==> src/common/fcrs_pkg.sv <==
// package: register map, command codes, field positions and timing for the flash sequencer
package fcrs_pkg;
    // register byte addresses (one aligned word each)
    localparam logic [11:0] ADDR_CONTROL = 12'h000;
    localparam logic [11:0] ADDR_COMMAND = 12'h004;
    localparam logic [11:0] ADDR_STATUS = 12'h008;

    // control register fields
    localparam int CTL_SEL_BIT = 0;
    localparam int CTL_BUSY_BIT = 1;
    localparam int CTL_MON_BIT = 2;
    localparam int CTL_AREA_LO = 4;
    localparam logic [7:0] CTL_RESET = 8'h00;
    localparam logic [7:0] CTL_WR_MASK = 8'h31;

    // command codes
    localparam logic [7:0] CMD_READ = 8'h00;
    localparam logic [7:0] CMD_PROGRAM = 8'h40;
    localparam logic [7:0] CMD_PVERIFY = 8'hC0;
    localparam logic [7:0] CMD_ERASE = 8'h20;
    localparam logic [7:0] CMD_EVERIFY = 8'hA0;
    localparam logic [7:0] CMD_RESET = 8'hFF;
    localparam logic [7:0] ERASED_BYTE = 8'hFF;
    localparam logic [15:0] WDT_FROZEN = 16'hFFFF;

    // flash geometry: 16-bit address, four areas by the top two address bits
    localparam int FADDR_W = 16;
    localparam int AREA_HI = 15;

    // operation times
    localparam int CLK_MHZ = 125;
    localparam int PROG_TIME_US = 10;
    localparam int ERASE_TIME_US = 9500;
    localparam int PROG_CYCLES = PROG_TIME_US * CLK_MHZ;
    localparam int ERASE_CYCLES = ERASE_TIME_US * CLK_MHZ;

    typedef enum logic [2:0] {
        FS_READ = 3'b000,
        FS_PROG_ARM = 3'b001,
        FS_PROG_RUN = 3'b011,
        FS_ERASE_ARM = 3'b010,
        FS_ERASE_RUN = 3'b110,
        FS_PVERIFY = 3'b111,
        FS_EVERIFY = 3'b101,
        FS_CANCEL1 = 3'b100
    } fcrs_state_t;

    typedef struct packed {
        logic req;
        logic write;
        logic [FADDR_W-1:0] addr;
        logic [7:0] wdata;
    } fcrs_cpu_req_t;

    typedef struct packed {
        logic req;
        logic write;
        logic erase;
        logic [1:0] area;
        logic [FADDR_W-1:0] addr;
        logic [7:0] wdata;
    } fcrs_arr_req_t;
endpackage

==> src/fcrs_sequencer.sv <==
// flash cpu reprogramming sequencer with apb register slave
//
// Contract
// - mode is valid only with select bit 0 set and high voltage present
// - control bit 2 is a read-only monitor showing the mode is in effect
// - control bit 1 is read-only busy, one while erase or program runs
// - bits 4-5 pick the area; erase hits it only, programming only inside it
// - with mode valid, reads outside the selected area return no contents
// - command 00h selects read mode, which persists until another command
// - read mode after reset and after the cancel command
// - command 40h arms program; next byte write to flash programs it
// - busy rises when programming starts and falls when it ends
// - watchdog held stopped at FFFFh during program and erase
// - command C0h enters program verify; reads return stored value
// - two consecutive 20h writes start erase of the selected area; the code ignores codes other than FFh between the two, so they need not be consecutive
// - busy set while erase runs, cleared at completion
// - command A0h enters erase verify; erased locations read FFh
// - two FFh writes after 40h or 20h cancel, memory untouched
//
// The APB interface to the registers and the register offsets were decided locally.
module fcrs_sequencer import fcrs_pkg::*; #(
    parameter int PROG_CNT = PROG_CYCLES,
    parameter int ERASE_CNT = ERASE_CYCLES
) (
    input wire logic sys_clk,
    input wire logic rst,
    input wire logic psel,
    input wire logic penable,
    input wire logic pwrite,
    input wire logic [11:0] paddr,
    input wire logic [31:0] pwdata,
    output logic [31:0] prdata,
    output logic pready,
    output logic pslverr,
    input wire logic highProgramVoltage,
    input wire fcrs_cpu_req_t cpuReq,
    output logic [7:0] cpuRdata,
    output logic cpuRvalid,
    output fcrs_arr_req_t arrReq,
    input wire logic [7:0] arrRdata,
    output logic wdtFreeze,
    output logic [15:0] wdtLoad
);
    // ==========================================================
    // registers and state
    logic [7:0] ctl_q;
    fcrs_state_t state_q;
    logic [23:0] timer_q;
    logic modeValid;
    logic busy;
    logic [1:0] area;
    logic apbAccess;
    logic cmdWrite;
    logic [7:0] cmdByte;
    logic inArea;
    logic flashRd;
    logic cancelHit;
    logic progStart;
    logic eraseStart;
    logic cmdDecode;

    assign modeValid = ctl_q[CTL_SEL_BIT] & highProgramVoltage;
    assign busy = (state_q == FS_PROG_RUN) || (state_q == FS_ERASE_RUN);
    assign area = ctl_q[CTL_AREA_LO +: 2];
    assign apbAccess = psel & penable;
    assign cmdWrite = apbAccess & pwrite & (paddr == ADDR_COMMAND) & modeValid;
    assign cmdByte = pwdata[7:0];
    assign inArea = (cpuReq.addr[AREA_HI -: 2] == area);
    assign flashRd = cpuReq.req & ~cpuReq.write;
    assign cancelHit = cmdWrite & pready & (cmdByte == CMD_RESET);
    // cancel and cpu write in one cycle: the cancel wins, so nothing reaches the array
    assign progStart = (state_q == FS_PROG_ARM) & modeValid & cpuReq.req & cpuReq.write & inArea & ~cancelHit;
    assign eraseStart = (state_q == FS_ERASE_ARM) & cmdWrite & pready & (cmdByte == CMD_ERASE);
    assign cmdDecode = cmdWrite & pready & ((state_q == FS_READ) | (state_q == FS_PVERIFY) | (state_q == FS_EVERIFY));

    // ==========================================================
    // apb slave: zero wait state, pready registered from the setup cycle, high in the first access cycle
    always_ff @(posedge sys_clk or posedge rst) begin
        if (rst) begin
            pready <= 1'b0;
            pslverr <= 1'b0;
            prdata <= 32'h0000_0000;
        end else begin
            pready <= psel & ~penable;
            pslverr <= 1'b0;
            prdata <= 32'h0000_0000;
            if (psel & ~penable) begin
                if (paddr == ADDR_CONTROL) begin
                    // bits 1 and 2 reflect live state, not stored bits
                    prdata <= {24'h00_0000, ctl_q[7:3], modeValid, busy, ctl_q[0]};
                end else if (paddr == ADDR_STATUS) begin
                    prdata <= {29'h0000_0000, state_q};
                end else if (paddr != ADDR_COMMAND) begin
                    pslverr <= 1'b1;
                end
            end
        end
    end

    // only select and area bits are writable; write lands on the access edge
    always_ff @(posedge sys_clk or posedge rst) begin
        if (rst) begin
            ctl_q <= CTL_RESET;
        end else if (apbAccess & pready & pwrite & (paddr == ADDR_CONTROL)) begin
            ctl_q <= pwdata[7:0] & CTL_WR_MASK;
        end
    end

    // ==========================================================
    // command sequencer
    always_ff @(posedge sys_clk or posedge rst) begin
        if (rst) begin
            state_q <= FS_READ;
            timer_q <= 24'h00_0000;
        end else if (~modeValid) begin
            state_q <= FS_READ;
            timer_q <= 24'h00_0000;
        end else begin
            case (state_q)
                FS_PROG_RUN, FS_ERASE_RUN: begin
                    // commands during a running operation are ignored
                    if (timer_q == 24'h00_0001) begin
                        state_q <= FS_READ;
                    end
                    timer_q <= timer_q - 24'h00_0001;
                end
                FS_PROG_ARM: begin
                    if (cancelHit) begin
                        state_q <= FS_CANCEL1;
                    end else if (progStart) begin
                        state_q <= FS_PROG_RUN;
                        timer_q <= 24'(PROG_CNT);
                    end
                end
                FS_ERASE_ARM: begin
                    if (cmdWrite & pready) begin
                        if (cmdByte == CMD_ERASE) begin
                            state_q <= FS_ERASE_RUN;
                            timer_q <= 24'(ERASE_CNT);
                        end else if (cmdByte == CMD_RESET) begin
                            state_q <= FS_CANCEL1;
                        end
                    end
                end
                FS_CANCEL1: begin
                    if (cmdWrite & pready) begin
                        // second FFh completes the cancel; anything else stays pending
                        if (cmdByte == CMD_RESET) begin
                            state_q <= FS_READ;
                        end
                    end
                end
                default: begin
                    if (cmdWrite & pready) begin
                        if (cmdByte == CMD_READ) begin
                            state_q <= FS_READ;
                        end else if (cmdByte == CMD_PROGRAM) begin
                            state_q <= FS_PROG_ARM;
                        end else if (cmdByte == CMD_PVERIFY) begin
                            state_q <= FS_PVERIFY;
                        end else if (cmdByte == CMD_ERASE) begin
                            state_q <= FS_ERASE_ARM;
                        end else if (cmdByte == CMD_EVERIFY) begin
                            state_q <= FS_EVERIFY;
                        end
                        // other codes fall through unchanged
                    end
                end
            endcase
        end
    end

    // ==========================================================
    // array port
    always_ff @(posedge sys_clk or posedge rst) begin
        if (rst) begin
            arrReq <= '0;
        end else begin
            arrReq <= '0;
            arrReq.area <= area;
            if (progStart) begin
                arrReq.req <= 1'b1;
                arrReq.write <= 1'b1;
                arrReq.addr <= cpuReq.addr;
                arrReq.wdata <= cpuReq.wdata;
            end else if (eraseStart) begin
                arrReq.req <= 1'b1;
                arrReq.erase <= 1'b1;
            end else if (flashRd) begin
                arrReq.req <= 1'b1;
                arrReq.addr <= cpuReq.addr;
            end
        end
    end

    // ==========================================================
    // cpu read path
    always_ff @(posedge sys_clk or posedge rst) begin
        if (rst) begin
            cpuRdata <= 8'h00;
            cpuRvalid <= 1'b0;
        end else begin
            cpuRvalid <= flashRd;
            // arrRdata is the raw stored byte in every read-type mode
            cpuRdata <= (modeValid && !inArea) ? 8'h00 : arrRdata;
        end
    end

    // ==========================================================
    // watchdog hold, one cycle behind busy since both sides are registered
    always_ff @(posedge sys_clk or posedge rst) begin
        if (rst) begin
            wdtFreeze <= 1'b0;
            wdtLoad <= 16'h0000;
        end else begin
            wdtFreeze <= busy;
            wdtLoad <= busy ? WDT_FROZEN : 16'h0000;
        end
    end

    // ==========================================================
    // checks
    AST_BUSY_PROG: assert property (@(posedge sys_clk) disable iff (rst)
        progStart |=> busy)
        else $error("program start did not raise busy");

    AST_BUSY_ERASE: assert property (@(posedge sys_clk) disable iff (rst)
        eraseStart |=> state_q == FS_ERASE_RUN)
        else $error("second erase code did not start erase");

    AST_WDT: assert property (@(posedge sys_clk) disable iff (rst)
        busy |=> (wdtFreeze && wdtLoad == WDT_FROZEN))
        else $error("watchdog not held during operation");

    AST_OUT_AREA: assert property (@(posedge sys_clk) disable iff (rst)
        (state_q == FS_PROG_ARM && cpuReq.req && cpuReq.write && !inArea) |=> !arrReq.write)
        else $error("program outside selected area");

    AST_MODE: assert property (@(posedge sys_clk) disable iff (rst)
        !highProgramVoltage |=> state_q == FS_READ)
        else $error("sequencer active without high voltage");

    AST_RDMASK: assert property (@(posedge sys_clk) disable iff (rst)
        (flashRd && modeValid && !inArea) |=> (cpuRdata == 8'h00 && cpuRvalid))
        else $error("read outside area returned contents");

    AST_CANCEL: assert property (@(posedge sys_clk) disable iff (rst)
        (state_q == FS_CANCEL1 && cmdWrite && pready && cmdByte == CMD_RESET) |=> (state_q == FS_READ && !arrReq.req))
        else $error("cancel did not return to read mode");

    AST_UNDEF: assert property (@(posedge sys_clk) disable iff (rst)
        (cmdDecode && cmdByte != CMD_READ && cmdByte != CMD_PROGRAM && cmdByte != CMD_PVERIFY
            && cmdByte != CMD_ERASE && cmdByte != CMD_EVERIFY) |=> ($stable(state_q) && !arrReq.write && !arrReq.erase))
        else $error("undefined code changed mode");

    AST_MON_RD: assert property (@(posedge sys_clk) disable iff (rst)
        (psel && !penable && paddr == ADDR_CONTROL) |=> prdata[CTL_MON_BIT] == $past(modeValid))
        else $error("monitor bit does not follow mode");

    AST_BUSY_RD: assert property (@(posedge sys_clk) disable iff (rst)
        (psel && !penable && paddr == ADDR_CONTROL) |=> prdata[CTL_BUSY_BIT] == $past(busy))
        else $error("busy bit does not follow operation");

    AST_BUSY_END: assert property (@(posedge sys_clk) disable iff (rst)
        (busy && timer_q == 24'h00_0001) |=> !busy)
        else $error("busy stayed high after operation time");

    AST_PROG_PULSE: assert property (@(posedge sys_clk) disable iff (rst)
        progStart |=> (arrReq.req && arrReq.write && arrReq.addr == $past(cpuReq.addr)
            && arrReq.wdata == $past(cpuReq.wdata)))
        else $error("program pulse lost address or data");

    AST_ERASE_AREA: assert property (@(posedge sys_clk) disable iff (rst)
        eraseStart |=> (arrReq.req && arrReq.erase && !arrReq.write && arrReq.area == $past(area)))
        else $error("erase pulse does not carry selected area");

    AST_ARR_GATE: assert property (@(posedge sys_clk) disable iff (rst)
        (arrReq.write || arrReq.erase) |-> ($past(state_q) == FS_PROG_ARM || $past(state_q) == FS_ERASE_ARM))
        else $error("array changed without an armed command");

    AST_CANCEL_WINS: assert property (@(posedge sys_clk) disable iff (rst)
        (state_q == FS_PROG_ARM && cancelHit) |=> (!arrReq.write && state_q == FS_CANCEL1))
        else $error("cancel did not stop program");

    AST_READ_CMD: assert property (@(posedge sys_clk) disable iff (rst)
        (cmdDecode && cmdByte == CMD_READ) |=> state_q == FS_READ)
        else $error("read code did not select read mode");

    AST_PROG_CMD: assert property (@(posedge sys_clk) disable iff (rst)
        (cmdDecode && cmdByte == CMD_PROGRAM) |=> state_q == FS_PROG_ARM)
        else $error("program code did not arm program");

    AST_PVERIFY_CMD: assert property (@(posedge sys_clk) disable iff (rst)
        (cmdDecode && cmdByte == CMD_PVERIFY) |=> state_q == FS_PVERIFY)
        else $error("verify code did not select program verify");

    AST_EVERIFY_CMD: assert property (@(posedge sys_clk) disable iff (rst)
        (cmdDecode && cmdByte == CMD_EVERIFY) |=> state_q == FS_EVERIFY)
        else $error("erase verify code did not select erase verify");

    AST_RVALID: assert property (@(posedge sys_clk) disable iff (rst)
        flashRd |=> cpuRvalid)
        else $error("flash read gave no valid strobe");

    AST_VERIFY_DATA: assert property (@(posedge sys_clk) disable iff (rst)
        (flashRd && (!modeValid || inArea)) |=> cpuRdata == $past(arrRdata))
        else $error("flash read did not return stored byte");
endmodule

==> config.mk <==
export PLATFORM = sky130hd
export DESIGN_NAME = fcrs_sequencer
export DESIGN_NICKNAME = d
export VERILOG_FILES = /design/src/common/fcrs_pkg.sv /design/src/fcrs_sequencer.sv
export SDC_FILE = /design/constraint.sdc
export NUM_CORES = 1
export LEC_CHECK = 0
export ABC_AREA = 1
export BUFFER_PORTS_ARGS = -buffer_cell sky130_fd_sc_hd__buf_2
export CORE_MARGIN = 10
export CORE_UTILIZATION = 53
export CTS_CLUSTER_DIAMETER = 60
export CTS_CLUSTER_SIZE = 20
export DETAILED_ROUTE_END_ITERATION = 10
export MAX_ROUTING_LAYER = met4
export PLACE_DENSITY = 0.86
export SYNTH_ARGS = -nofsm -noshare
export SYNTH_HDL_FRONTEND = slang
export SYNTH_SLANG_ARGS = --single-unit
==> constraint.sdc <==
create_clock -name sys_clk -period 3.9 [get_ports sys_clk]
set_clock_uncertainty 0.15 [all_clocks]
set_input_delay 0.195 -clock sys_clk [delete_from_list [all_inputs] [get_ports sys_clk]]
set_output_delay 0.195 -clock sys_clk [all_outputs]
set_load 0.01 [all_outputs]
[Yosys cells after proc, flatten, opt, wreduce, memory -nomap -nowiden]
Index checks and enable logic that the tools add are counted.
Storage, ports and cells
  flip-flop bits (word level): 119
  output and inout bits: 89
  logic and storage cells: 116
Cells by class
  equal/unequal tests: 27
  $add $sub $neg: 1
  reductions and logical operators: 8
  bitwise gates (word level): 23
  multiplexer cells: 41
Operators with widths (count)
  24-bit two-way mux: 5
  24-bit one-hot mux with 3 select lines: 1
  16-bit two-way mux: 4
  3-bit two-way mux: 16
  32-bit two-way mux: 1
  24-bit by 1-bit == test with 1-bit output, second input constant: 1
  8-bit == test, second input constant: 3
  24-bit by 1-bit subtractor with 24-bit output, second input constant: 1
  1-bit bitwise AND: 20
  3-bit inequality test, second input constant: 6
  8-bit two-way mux: 2
  12-bit by 3-bit == test with 1-bit output, second input constant: 1
  12-bit by 4-bit == test with 1-bit output, second input constant: 1
  12-bit logical NOT: 1
  12-bit by 3-bit inequality test with 1-bit output, second input constant: 1
  3-bit one-hot mux with 4 select lines: 1
  1-bit two-way mux: 10
  10-bit by 1-bit inequality test with 1-bit output, second input constant: 1
  8-bit by 6-bit == test with 1-bit output, second input constant: 1
  8-bit by 7-bit == test with 1-bit output, second input constant: 1
  8-bit logical NOT: 1
  4-bit by 1-bit inequality test with 1-bit output, second input constant: 2
  8-bit AND reduction: 1
  3-bit by 2-bit == test with 1-bit output, second input constant: 2
  other kinds (13): 16

[Logic depth before layout (Yosys ltp)]
Gate-level depths: netlist (run 1).
  depth after elaboration: 12
  depth in mapped cells: 12
  depth with buffers taken out: 12

[Least setup slack after synthesis (run 1)]
No wires, ideal clock.
  path type: register to register
  start point: reg timer_q[0]
  end point: reg timer_q[14]
  data arrival time: 1.479 ns
  setup time: 0.074 ns
  stages on the path, launching flop included: 10
  path slack: 2.197 ns
  period minus slack after synthesis: 1.703 ns
  cell sequence: dfrtp_1 inv_1 ha_1 nand2_1 nor2_1 nand2_1 xor2_1 nor2_1 nand2_1 o21ai_2
Between the ends
  longest elaborated chain between the ends: 3
Ends and longest elaborated chain
  start: declaration: RTL line fcrs_sequencer.sv:48  | logic [23:0] timer_q;
  start signal: assignment: RTL line fcrs_sequencer.sv:125  | timer_q <= timer_q - 24'h00_0001;
  start signal: assignment: RTL line fcrs_sequencer.sv:132  | timer_q <= 24'(PROG_CNT);
  start signal: assignment: RTL line fcrs_sequencer.sv:139  | timer_q <= 24'(ERASE_CNT);
  24-bit by 1-bit subtractor with 24-bit output: RTL line fcrs_sequencer.sv:125
  24-bit one-hot mux with 3 select lines: RTL line fcrs_sequencer.sv:119  | case (state_q)
  24-bit two-way mux: RTL line fcrs_sequencer.sv:115  | end else if (~modeValid) begin
No other way between the ends.
A chain may end at the register's enable or synchronous reset.

[Final worst setup path (run 1)]
  start point: reg ctl_q[0]
  end point: reg timer_q[14]
Between the ends
  longest elaborated chain between the ends: 8
  elaborated cells between the ends (all ways): 17
  classes of those cells: eq/ne (5); mux (1); bitwise (10); reduce/logical (1)
Ends and longest elaborated chain
  start: declaration: RTL line fcrs_sequencer.sv:46  | logic [7:0] ctl_q;
  start signal: assignment: RTL line fcrs_sequencer.sv:105  | ctl_q <= pwdata[7:0] & CTL_WR_MASK;
  1-bit bitwise AND *: RTL line fcrs_sequencer.sv:62  | assign modeValid = ctl_q[CTL_SEL_BIT] & highProgramVoltage;
  1-bit bitwise AND, on equally long branches: RTL line fcrs_sequencer.sv:72, fcrs_sequencer.sv:66
  1-bit bitwise AND, on equally long branches: RTL line fcrs_sequencer.sv:72, fcrs_sequencer.sv:70, fcrs_sequencer.sv:136
  1-bit bitwise AND, on equally long branches: RTL line fcrs_sequencer.sv:72, fcrs_sequencer.sv:70
  1-bit bitwise AND or 1-bit NOT (tied branches): RTL line fcrs_sequencer.sv:72  | assign progStart = (state_q == FS_PROG_ARM) & modeValid & cpuReq.req & cpuReq.write & inArea & ~cancelHit;
  1-bit bitwise AND: RTL line fcrs_sequencer.sv:72
  3-bit inequality test (no line)
  5-bit AND reduction (no line)
Every way passes the cells marked *; elsewhere a longest branch is shown, timed or not.

==> metrics.yaml, run 1 <==
status: "completed"
dieArea_um2: 12400
ys.warnings.count: 0
end_kind: "flop"
cp_max_fo: 41
die_height_um: 112
mapped_avg_cell_area_um2: 7.59
cts-buffers-inserted: 9
ys_top_cells_by_area: "sky130_fd_sc_hd__dfrtp_1 (43%), sky130_fd_sc_hd__nand2_1 (11%), sky130_fd_sc_hd__nor2_1 (8.9%)"
min_path_type: "input port to flop"
timing.fmax_mhz: 428
p_leak_uw: 0.00320
tritoncts: "built"
coreArea_um2: 8180
timing_worst_setup_path_type: "flop to flop"
vias: 4238
ys_ff_latch: 76
vdd_ir_drop_max_v: 0.000303
start_util: 0.543
placement.io_buffers: 121
cts_root_buf: "sky130_fd_sc_hd__clkbuf_8"
critPathLaunchType: "flop"
yosysSeqAreaShare: 0.428
nNetsFinal: 820
diodes: 0
drt_wl_total_um: 13200
placement.cell_area_um2: 4910
grt_start_max_net_pins: 49
floorplan.io_pins: 173
critPathArrivalTime_ns: 2.43
total_power_uw: 3330
worstPathRequired_ns: 3.99
setup_viol: 0
holdWs_ns: 0.0481
final_cell_area_um2: 5510
final_core_util: 0.674
synth_largest_type_area_fraction: 0.428
layout_worst_path_cycle_share: 0.600
timing.final.hold_violations: 0
htree_num_levels: 3
syn_inst: 585
final_layout_size_suffix_gt1_frac: 0.254
fin_tns_setup_ns: 0
number_of_filler_cells_placed_in_the_layout: 615
placement_rows: 33
clkSinkCount: 76
detailedRoute.firstPassIterationCount: 5
clockBufferDepth: 2
layout-area-overhead-vs-synth_pct: 24.0
cap_violations: 0
synth_largest_area_cell: "sky130_fd_sc_hd__dfrtp_1"
place.gp.congestion: 0.952
drv_slew: 0
power-per-cell-area_nw_per_um2: 605
grt_antenna_before_repair: 0
worst_pin_slew_ns: 1.00
layout_min_cycle_time_ns: 2.34
via_per_inst: 5.02
dp.final_hpwl_um: 8980
clk_pin_slew_ns: 0.09
first_global_vias: 4365
die_width_um: 112
globalRouteTotalUtil: 0.214
synth_cell_types: 38
worstSkewPairLatency_ns: 0.37
worst_slew_margin_rel: 0.330
wl_per_cell_um: 15.7
rsz0062_at_grt: "false"
cts_repair_resize_count: 0
route.detailed.drc: 0
drt_iter0_markers: 354
wire_length_of_the_first_global_routing_pass_um: 21500
post_synth_instance_area_um2: 4440
globalRouteOverflowTotal: 0
antenna_violating_nets_post_route: 0
[registers in the layout (all words and copies together), names as in the netlist]
signal,flops
arrReq,29
cpuRdata,8
cpuRvalid,1
ctl_q,3
prdata,5
pready,1
pslverr,1
state_q,3
timer_q,24
wdtLoad,1
[critical path, stage by stage, from the launching register on]
cell and delay (ns):
sky130_fd_sc_hd__dfrtp_1 0.40, sky130_fd_sc_hd__nand2_2 0.21, sky130_fd_sc_hd__clkinv_1 0.54, sky130_fd_sc_hd__nand2_1 0.31, sky130_fd_sc_hd__nand2_4 0.32, sky130_fd_sc_hd__nand2_1 0.20, sky130_fd_sc_hd__o21ai_2 0.07
[cells in the final DEF (no fill, tap or decap), types with 2 or more instances in the layout]
cell                            synthesis  routed
sky130_fd_sc_hd__ha_1                   2       2
sky130_fd_sc_hd__nor3_1                 5       5
sky130_fd_sc_hd__nand2_2                3       3
sky130_fd_sc_hd__o21ai_0               13      13
sky130_fd_sc_hd__inv_8                  0       2
sky130_fd_sc_hd__nand2_4                3       3
sky130_fd_sc_hd__clkinv_4               0       2
sky130_fd_sc_hd__inv_2                  3       4
sky130_fd_sc_hd__o21ai_2               16      16
sky130_fd_sc_hd__a211oi_1               2       2
sky130_fd_sc_hd__xor2_1                11      11
sky130_fd_sc_hd__clkinv_1               2       2
sky130_fd_sc_hd__nor2_2                12      12
sky130_fd_sc_hd__nand4_1                4       4
sky130_fd_sc_hd__nor2_4                 2       2
sky130_fd_sc_hd__conb_1                 1      27
sky130_fd_sc_hd__or2_2                  2       2
sky130_fd_sc_hd__nor2_1               105     105
sky130_fd_sc_hd__o22ai_1                2       2
sky130_fd_sc_hd__dfrtp_1               76      76
sky130_fd_sc_hd__buf_4                 43       2
sky130_fd_sc_hd__o21ai_1                5       5
sky130_fd_sc_hd__inv_1                 78      77
sky130_fd_sc_hd__clkbuf_8               0       9
sky130_fd_sc_hd__nand3_1               31      31
sky130_fd_sc_hd__mux2i_1                3       3
sky130_fd_sc_hd__dlygate4sd3_1          0      38
sky130_fd_sc_hd__a21oi_1                8       8
sky130_fd_sc_hd__xnor2_1                2       2
sky130_fd_sc_hd__buf_2                  0     121
sky130_fd_sc_hd__nand2_1              135     135
[per-layer routing]
metal | vias to the layer above | wire length (um) | global-route usage
met2 | 219 | 6900 | 0.377
li1 | 2015 | - | -
met1 | 1968 | 5050 | 0.231
met4 | 0 | 366 | 0.0814
met5 | - | 0 | -
met3 | 36 | 923 | 0.0483
[metrics by stage]
step | std cells | setup WS, ns
2_1_floorplan | 611 | 1.62
3_3_place_gp | 790 | 1.70
3_5_place_dp | 790 | 1.63
4_1_cts | 844 | 1.60
5_1_grt | 844 | 1.40
6_report | 844 | 1.56
[cell usage after synthesis, drive strengths merged]
cell type,instances
a21oi,8
clkbuf,1
buf,48
inv,82
ha,2
nor3b,1
mux2i,3
nand4,5
nor3,7
xnor2,2
o21ai,35
o22ai,2
xor2,11
a211oi,2
or2,3
nand2,141
clkinv,3
nand3,32
conb,1
nor2,119
dfrtp,76
and2,1
[logic make-up (layout without fill, tap and decap cells)]
kind of cell	count (synthesis)	in the layout	share of synthesized area
xor gates and xnor gates	13	13	0.0256
AOI/OAI and AO/OA	47	47	0.0707
and+or+nand+nor	309	309	0.303
DFF	76	76	0.428
buffers and inverters	134	262	0.159
other	1	27	0.000844
adders and majority gates	2	2	0.00563
muxes	3	3	0.00676
[what timing repair did]
item	in CTS	in global routing
hold buffers	38	0
buffers inserted	0	0
hold endpoints to repair	82	0
[report_power, final]
part	total [uW]	leakage, uW	internal [uW]	switching [uW]
sequential	1060	0.000998	913	145
clock	661	0.000111	314	347
combinational	1610	0.00209	560	1050
total	3330	0.00320	1790	1540
[area by class of cell]
type                            instances  area, um^2  share of cell area
Multi-Input combinational cell        401        1930               0.351
Sequential cell                        76        1900               0.345
Timing Repair Buffer                  161        1000               0.182
Inverter                               85         323              0.0586
Tap cell                              105         131              0.0239
Clock buffer                            9         124              0.0225
Clock inverter                          7        95.1              0.0173
[final timing paths]
kind                               start          end  slack [ns]  cells after the start
max in group asynchronous            rst   timer_q[4]        2.06                      5
worst min-delay path                psel      pslverr        0.05                      5
worst max register to register  ctl_q[0]  timer_q[14]        1.56                      6
worst max-delay path            ctl_q[0]  timer_q[14]        1.56                      6
worst min register to register  ctl_q[5]   arrReq[25]        0.26                      0
min in group asynchronous            rst    cpuRvalid        0.47                      3
No activity file was read; power rests on OpenSTA's default activity.
==> inputs of run 2 (changes only) <==
CORE_UTILIZATION = 49   (was 53)
PLACE_DENSITY = 0.8   (was 0.86)
clock period = 2.4 ns   (was 3.9 ns; I/O delays follow)
==> run 2 against run 1 <==
Flip-flop and latch count did not move. Register-to-register slack got worse by 1.2 ns. Sequential share of layout area fell by 0.17 points. First-iteration DRC count fell by 11%. Die area rose by 6.7%. Final cell count rose by 0.47%. Clock power rose by 56%. Hold slack got worse by 0.041 ns. Largest cell class unchanged.
==> metrics.yaml, run 2 (synthesis results as in run 1) <==
worst_pin_slew_ns: 0.596  # -0.407 ns
largest_reg_flops: 29  # unchanged
leading_cell_type_in_the_layout_fill_and_taps_excluded: "sky130_fd_sc_hd__nand2_1"
via_per_inst: 4.87  # -3.1%
timing_worst_setup_path_type: "input port to flop"
p_clk_frac: 0.193  # -0.005
power-per-cell-area_nw_per_um2: 961  # +59%
largest_registers: "arrReq (29), timer_q (24), cpuRdata (8)"
setup_viol: 0  # unchanged
cap_violations: 0  # unchanged
layout-area-overhead-vs-synth_pct: 24.6
drt_wl_total_um: 12100  # -8.9%
area.sequential_um2: 1900  # unchanged
critPathArrivalTime_ns: 2.14  # -0.29 ns
clkSinkCount: 76  # unchanged
dieArea_um2: 13300  # +6.7%
comb_power_share: 0.485  # about the same
timing.final.hold_violations: 0  # unchanged
fin_tns_setup_ns: 0  # unchanged
cts_root_buf: "sky130_fd_sc_hd__clkbuf_8"
grt_start_max_net_pins: 51  # +4.1%
layout_worst_path_cycle_share: 0.863
wl_per_cell_um: 14.2  # -9.3%
timing.fmax_mhz: 483
cts-buffers-inserted: 9  # unchanged
drv_slew: 0  # unchanged
drt_iter0_markers: 314  # -11%
nNetsFinal: 823  # +0.37%
placement_rows: 34  # +3.0%
post-place-cells: 794  # +0.51%
final_layout_size_suffix_gt1_frac: 0.253  # -0.00170
clockBufferDepth: 2  # unchanged
antenna_violating_nets_post_route: 0  # unchanged
tritoncts: "built"
grt_antenna_before_repair: 0  # unchanged
globalRouteTotalUtil: 0.187  # -0.0274
end_kind: "flop"
detailedRoute.firstPassIterationCount: 7  # +2
die_width_um: 115  # +3.3%
final_core_util: 0.631  # -0.0421
holdWs_ns: 0.00739  # -0.0407 ns
start_util: 0.507  # -0.0364
p_sw_uw: 2340  # +52%
vdd_ir_drop_max_v: 0.000394  # +30%
final-instance-count-excl-fill: 848  # +0.47%
floorplan.io_pins: 173  # unchanged
die_height_um: 115  # +3.3%
worstPathRequired_ns: 2.47  # -1.52 ns
rsz0062_at_grt: "false"
layout_min_cycle_time_ns: 2.07
worst_slew_margin_rel: 0.602  # +0.272
place.gp.congestion: 0.924  # -3.0%
power.internal_uw: 2980  # +67%
globalRouteOverflowTotal: 0  # unchanged
dp.final_hpwl_um: 8740  # -2.7%
number_of_filler_cells_placed_in_the_layout: 700  # +14%
cp_max_fo: 41  # unchanged
p_leak_uw: 0.00321  # +0.39%
power.share.switching: 0.440  # -0.0235
multi_input_area_um2: 1930  # unchanged
diodes: 0  # unchanged
cts-hold-fix-buffers: 40  # +5.3%
critPathLaunchType: "input port"
clk_pin_slew_ns: 0.08  # about the same
htree_num_levels: 3  # unchanged
commonest_cells_after_routing_fill_and_taps_aside: "sky130_fd_sc_hd__nand2_1 (135), sky130_fd_sc_hd__buf_2 (121), sky130_fd_sc_hd__nor2_1 (105)"
first_global_vias: 4176  # -4.3%
buffer_count_from_post_cts_setup_fixing: 0  # unchanged
placement.io_buffers: 121  # unchanged
cts_repair_resize_count: 0  # unchanged
worstSkewPairLatency_ns: 0.35  # -0.02 ns
route.detailed.drc: 0  # unchanged
coreArea_um2: 8760  # +7.2%
wire_length_of_the_first_global_routing_pass_um: 19800  # -8.0%
seqPwrFrac: 0.322  # +0.004
vias: 4127  # -2.6%
max_flop_register: "arrReq"
status: "completed"
min_path_type: "input port to flop"
run 2: final cells by class:
class                           count  area share
Clock buffer                        9      0.0224
Inverter                           85      0.0583
Clock inverter                      5      0.0142
Tap cell                          108      0.0244
Sequential cell                    76       0.344
Timing Repair Buffer              164       0.188
Multi-Input combinational cell    401       0.349
run 2: stage by stage:
stage | area (um^2) | setup slack (ns) | total power, uW
6_report | 5530 | 0.330 | 5320
5_1_grt | 5530 | 0.0876 | 5830
4_1_cts | 5530 | 0.372 | 5310
3_5_place_dp | 4930 | 0.395 | 4210
3_3_place_gp | 4930 | 0.430 | 4150
2_1_floorplan | 4540 | 0.192 | 3780
run 2: path summary, 6_finish.rpt:
| path | from | end | slack (ns) | cells after the start |
|---|---|---|---|---|
| worst min-delay path | paddr[3] | prdata[1] | 0.007 | 3 |
| worst min register to register | ctl_q[5] | arrReq[25] | 0.28 | 0 |
| worst max-delay path | pwdata[5] | timer_q[6] | 0.33 | 13 |
| min in group asynchronous | rst | timer_q[13] | 0.23 | 3 |
| max in group asynchronous | rst | ctl_q[0] | 1.19 | 4 |
| worst max register to register | state_q[2] | timer_q[6] | 0.34 | 9 |
run 2: routing by layer:
metal,part of all wire,track usage,vias up
li1,-,-,2021
met1,0.40,0.211,1919
met2,0.51,0.326,163
met3,0.068,0.0333,24
met4,0.020,0.0635,0
met5,0,-,-
run 2: critical path: stages:
cell and delay [ns]:
sky130_fd_sc_hd__dlygate4sd3_1 0.52, sky130_fd_sc_hd__buf_2 0.13, sky130_fd_sc_hd__inv_1 0.09, sky130_fd_sc_hd__nor2_1 0.11, sky130_fd_sc_hd__nand2_1 0.06, sky130_fd_sc_hd__nor2_1 0.18
sky130_fd_sc_hd__nor2_1 0.08, sky130_fd_sc_hd__a21oi_1 0.12, sky130_fd_sc_hd__nand2_1 0.08, sky130_fd_sc_hd__nand2_1 0.10, sky130_fd_sc_hd__nand2_4 0.28, sky130_fd_sc_hd__nand2_1 0.17
sky130_fd_sc_hd__o21ai_2 0.06
run 2: power groups by stage:
| stage | clock network, uW | logic (uW) | registers, uW |
|---|---|---|---|
| 2_1_floorplan | 0 | 2090 | 1690 |
| 3_3_place_gp | 0 | 2430 | 1720 |
| 3_5_place_dp | 0 | 2480 | 1730 |
| 4_1_cts | 1040 | 2560 | 1710 |
| 5_1_grt | 1110 | 2970 | 1750 |
| 6_report | 1030 | 2580 | 1710 |
==> inputs of run 3 (changes only) <==
BUFFER_PORTS_ARGS = unset   (was -buffer_cell sky130_fd_sc_hd__buf_2)
CORE_UTILIZATION = 54   (was 49)
DONT_BUFFER_PORTS = 1   (was unset)
PLACE_DENSITY = unset   (was 0.8)
PLACE_DENSITY_LB_ADDON = 0.2   (was unset)
REMOVE_ABC_BUFFERS = 1   (was unset)
==> run 3 against run 2 <==
First-iteration DRC count fell by 37%. Via count shrank 12%. Critical path depth is 7 lower. Hold slack gained 0.010 ns. Final cell count fell by 13%. Setup slack lost 0.017 ns. Sequential power increased by 4%. Flip-flop and latch count stayed put. Total power is 1.2% lower. Register-to-register slack barely moved. Clock power rose by 11%. Clock-buffer cell count unchanged. Largest cell class unchanged.
==> metrics.yaml, run 3 (synthesis results as in run 1) <==
status: "completed"
layout_min_cycle_time_ns: 2.09  # +0.0170 ns
route.detailed.drc: 0  # unchanged
final_cell_area_um2: 5020  # -9.3%
globalRouteTotalUtil: 0.184  # -0.00274
grt_start_max_net_pins: 42  # -18%
clkSinkCount: 76  # unchanged
vdd_ir_drop_max_v: 0.000396  # +0.66%
place.gp.congestion: 0.968  # +4.8%
die_width_um: 111  # -3.9%
start_util: 0.549  # +0.0420
crit_top_cell: "sky130_fd_sc_hd__dlygate4sd3_1"
cap_violations: 0  # unchanged
largest_reg_flops: 29  # unchanged
largest_registers: "arrReq (29), timer_q (24), cpuRdata (8)"
layout_worst_path_cycle_share: 0.870  # +0.00710
final_core_util: 0.620  # -0.0112
leading_cell_type_in_the_layout_fill_and_taps_excluded: "sky130_fd_sc_hd__nand2_1"
layout-area-overhead-vs-synth_pct: 13.0
critPathLaunchType: "input port"
coreArea_um2: 8090  # -7.7%
placement_rows: 33  # -2.9%
drt_wl_total_um: 11000  # -8.6%
via_per_inst: 4.92  # +1.1%
fin_tns_setup_ns: 0  # unchanged
p_leak_uw: 0.00268  # -16%
htree_num_levels: 3  # unchanged
timing.critical_path.cells: "dlygate4sd3_1, nor2_1, dlygate4sd3_1, nand2_1, dlygate4sd3_1, a211oi_1"
detailedPlace.worstSlack_ns: 0.362  # -0.0326 ns
timing_worst_setup_path_type: "input port to flop"
first_global_vias: 3791  # -9.2%
wl_per_cell_um: 15.0  # +5.5%
worst_slew_margin_rel: 0.445  # -0.157
nNetsFinal: 710  # -14%
wire_length_of_the_first_global_routing_pass_um: 18600  # -5.8%
final_layout_size_suffix_gt1_frac: 0.111  # -0.141
drv_slew: 0  # unchanged
min_path_type: "input port to flop"
critPathArrivalTime_ns: 2.20  # +0.06 ns
end_kind: "flop"
cts_root_buf: "sky130_fd_sc_hd__clkbuf_8"
holdWs_ns: 0.0177  # +0.0103 ns
vias: 3617  # -12%
tritoncts: "built"
timing.final.hold_violations: 0  # unchanged
cp_max_fo: 3  # -93%
power-per-cell-area_nw_per_um2: 1050  # +8.9%
antenna_violating_nets_post_route: 0  # unchanged
rsz0062_at_grt: "false"
worstPathRequired_ns: 2.51  # +0.04 ns
buffer_count_from_post_cts_setup_fixing: 0  # unchanged
worst_pin_slew_ns: 0.835  # +0.239 ns
detailedRoute.firstPassIterationCount: 4  # -3
dieArea_um2: 12300  # -7.7%
clk_pin_slew_ns: 0.09  # about the same
timing.reg2reg.setup_slack_ns: 0.34  # about the same
clockBufferDepth: 2  # unchanged
post-route-worst-setup-slack_ns: 0.313  # -0.0170 ns
worstSkewPairLatency_ns: 0.35  # about the same
globalRouteOverflowTotal: 0  # unchanged
slowest_stage: "sky130_fd_sc_hd__dlygate4sd3_1"
commonest_cells_after_routing_fill_and_taps_aside: "sky130_fd_sc_hd__nand2_1 (135), sky130_fd_sc_hd__nor2_1 (105), sky130_fd_sc_hd__inv_1 (77)"
cpPeakStageDelay_ns: 0.62  # +0.10 ns
cts-buffers-inserted: 9  # unchanged
drt_iter0_markers: 199  # -37%
max_flop_register: "arrReq"
timing.fmax_mhz: 479  # -0.82%
dp.final_hpwl_um: 8110  # -7.2%
die_height_um: 111  # -3.9%
setup_viol: 0  # unchanged
floorplan.io_pins: 173  # unchanged
placement.cell_area_um2: 4320  # -12%
grt_antenna_before_repair: 1  # +1
placement.io_buffers: 0  # -100%
-- run 3: final timing paths --
path | end | cells after the start | start
worst max-delay path | pslverr | 6 | penable
worst min-delay path | pslverr | 4 | paddr[8]
worst max register to register | timer_q[5] | 8 | pready
worst min register to register | arrReq[25] | 0 | ctl_q[5]
max in group asynchronous | arrReq[12] | 3 | rst
min in group asynchronous | arrReq[20] | 2 | rst
-- run 3: what timing repair did --
item                      4_1_cts  5_1_grt
resized for setup               0        0
hold endpoints to repair       97        0
hold buffers                   47        0
-- run 3: layer usage --
metal,global-route usage,vias to the layer above,share of wire
li1,-,1799,-
met1,0.227,1670,0.44
met2,0.299,133,0.49
met3,0.0314,15,0.051
met4,0.0660,0,0.018
met5,-,-,0
-- run 3: layout make-up --
cell class                      instances  area, um^2
Fill cell                             734        3070
Tap cell                              105         131
Timing Repair Buffer                   51         500
Multi-Input combinational cell        401        1930
Inverter                               85         323
Clock buffer                            9         124
Sequential cell                        76        1900
Antenna cell                            1        2.50
Clock inverter                          7         105
-- run 3: where the power goes --
group          internal (uW)  switching (uW)
sequential              1480             297
combinational            819            1510
clock                    604             539
total                   2910            2340
-- run 3: critical path, delay by kind of cell --
family          cells  cell delay (ns)
compound gates      1             0.17
buf+inv             3             1.72
simple gates        2             0.18
-- run 3: metrics by stage --
step | instances | power (uW)
finish | 735 | 5250
detailed placement | 671 | 4060
global route | 735 | 5740
CTS | 734 | 5260
global placement | 671 | 4020
floorplan | 562 | 3590
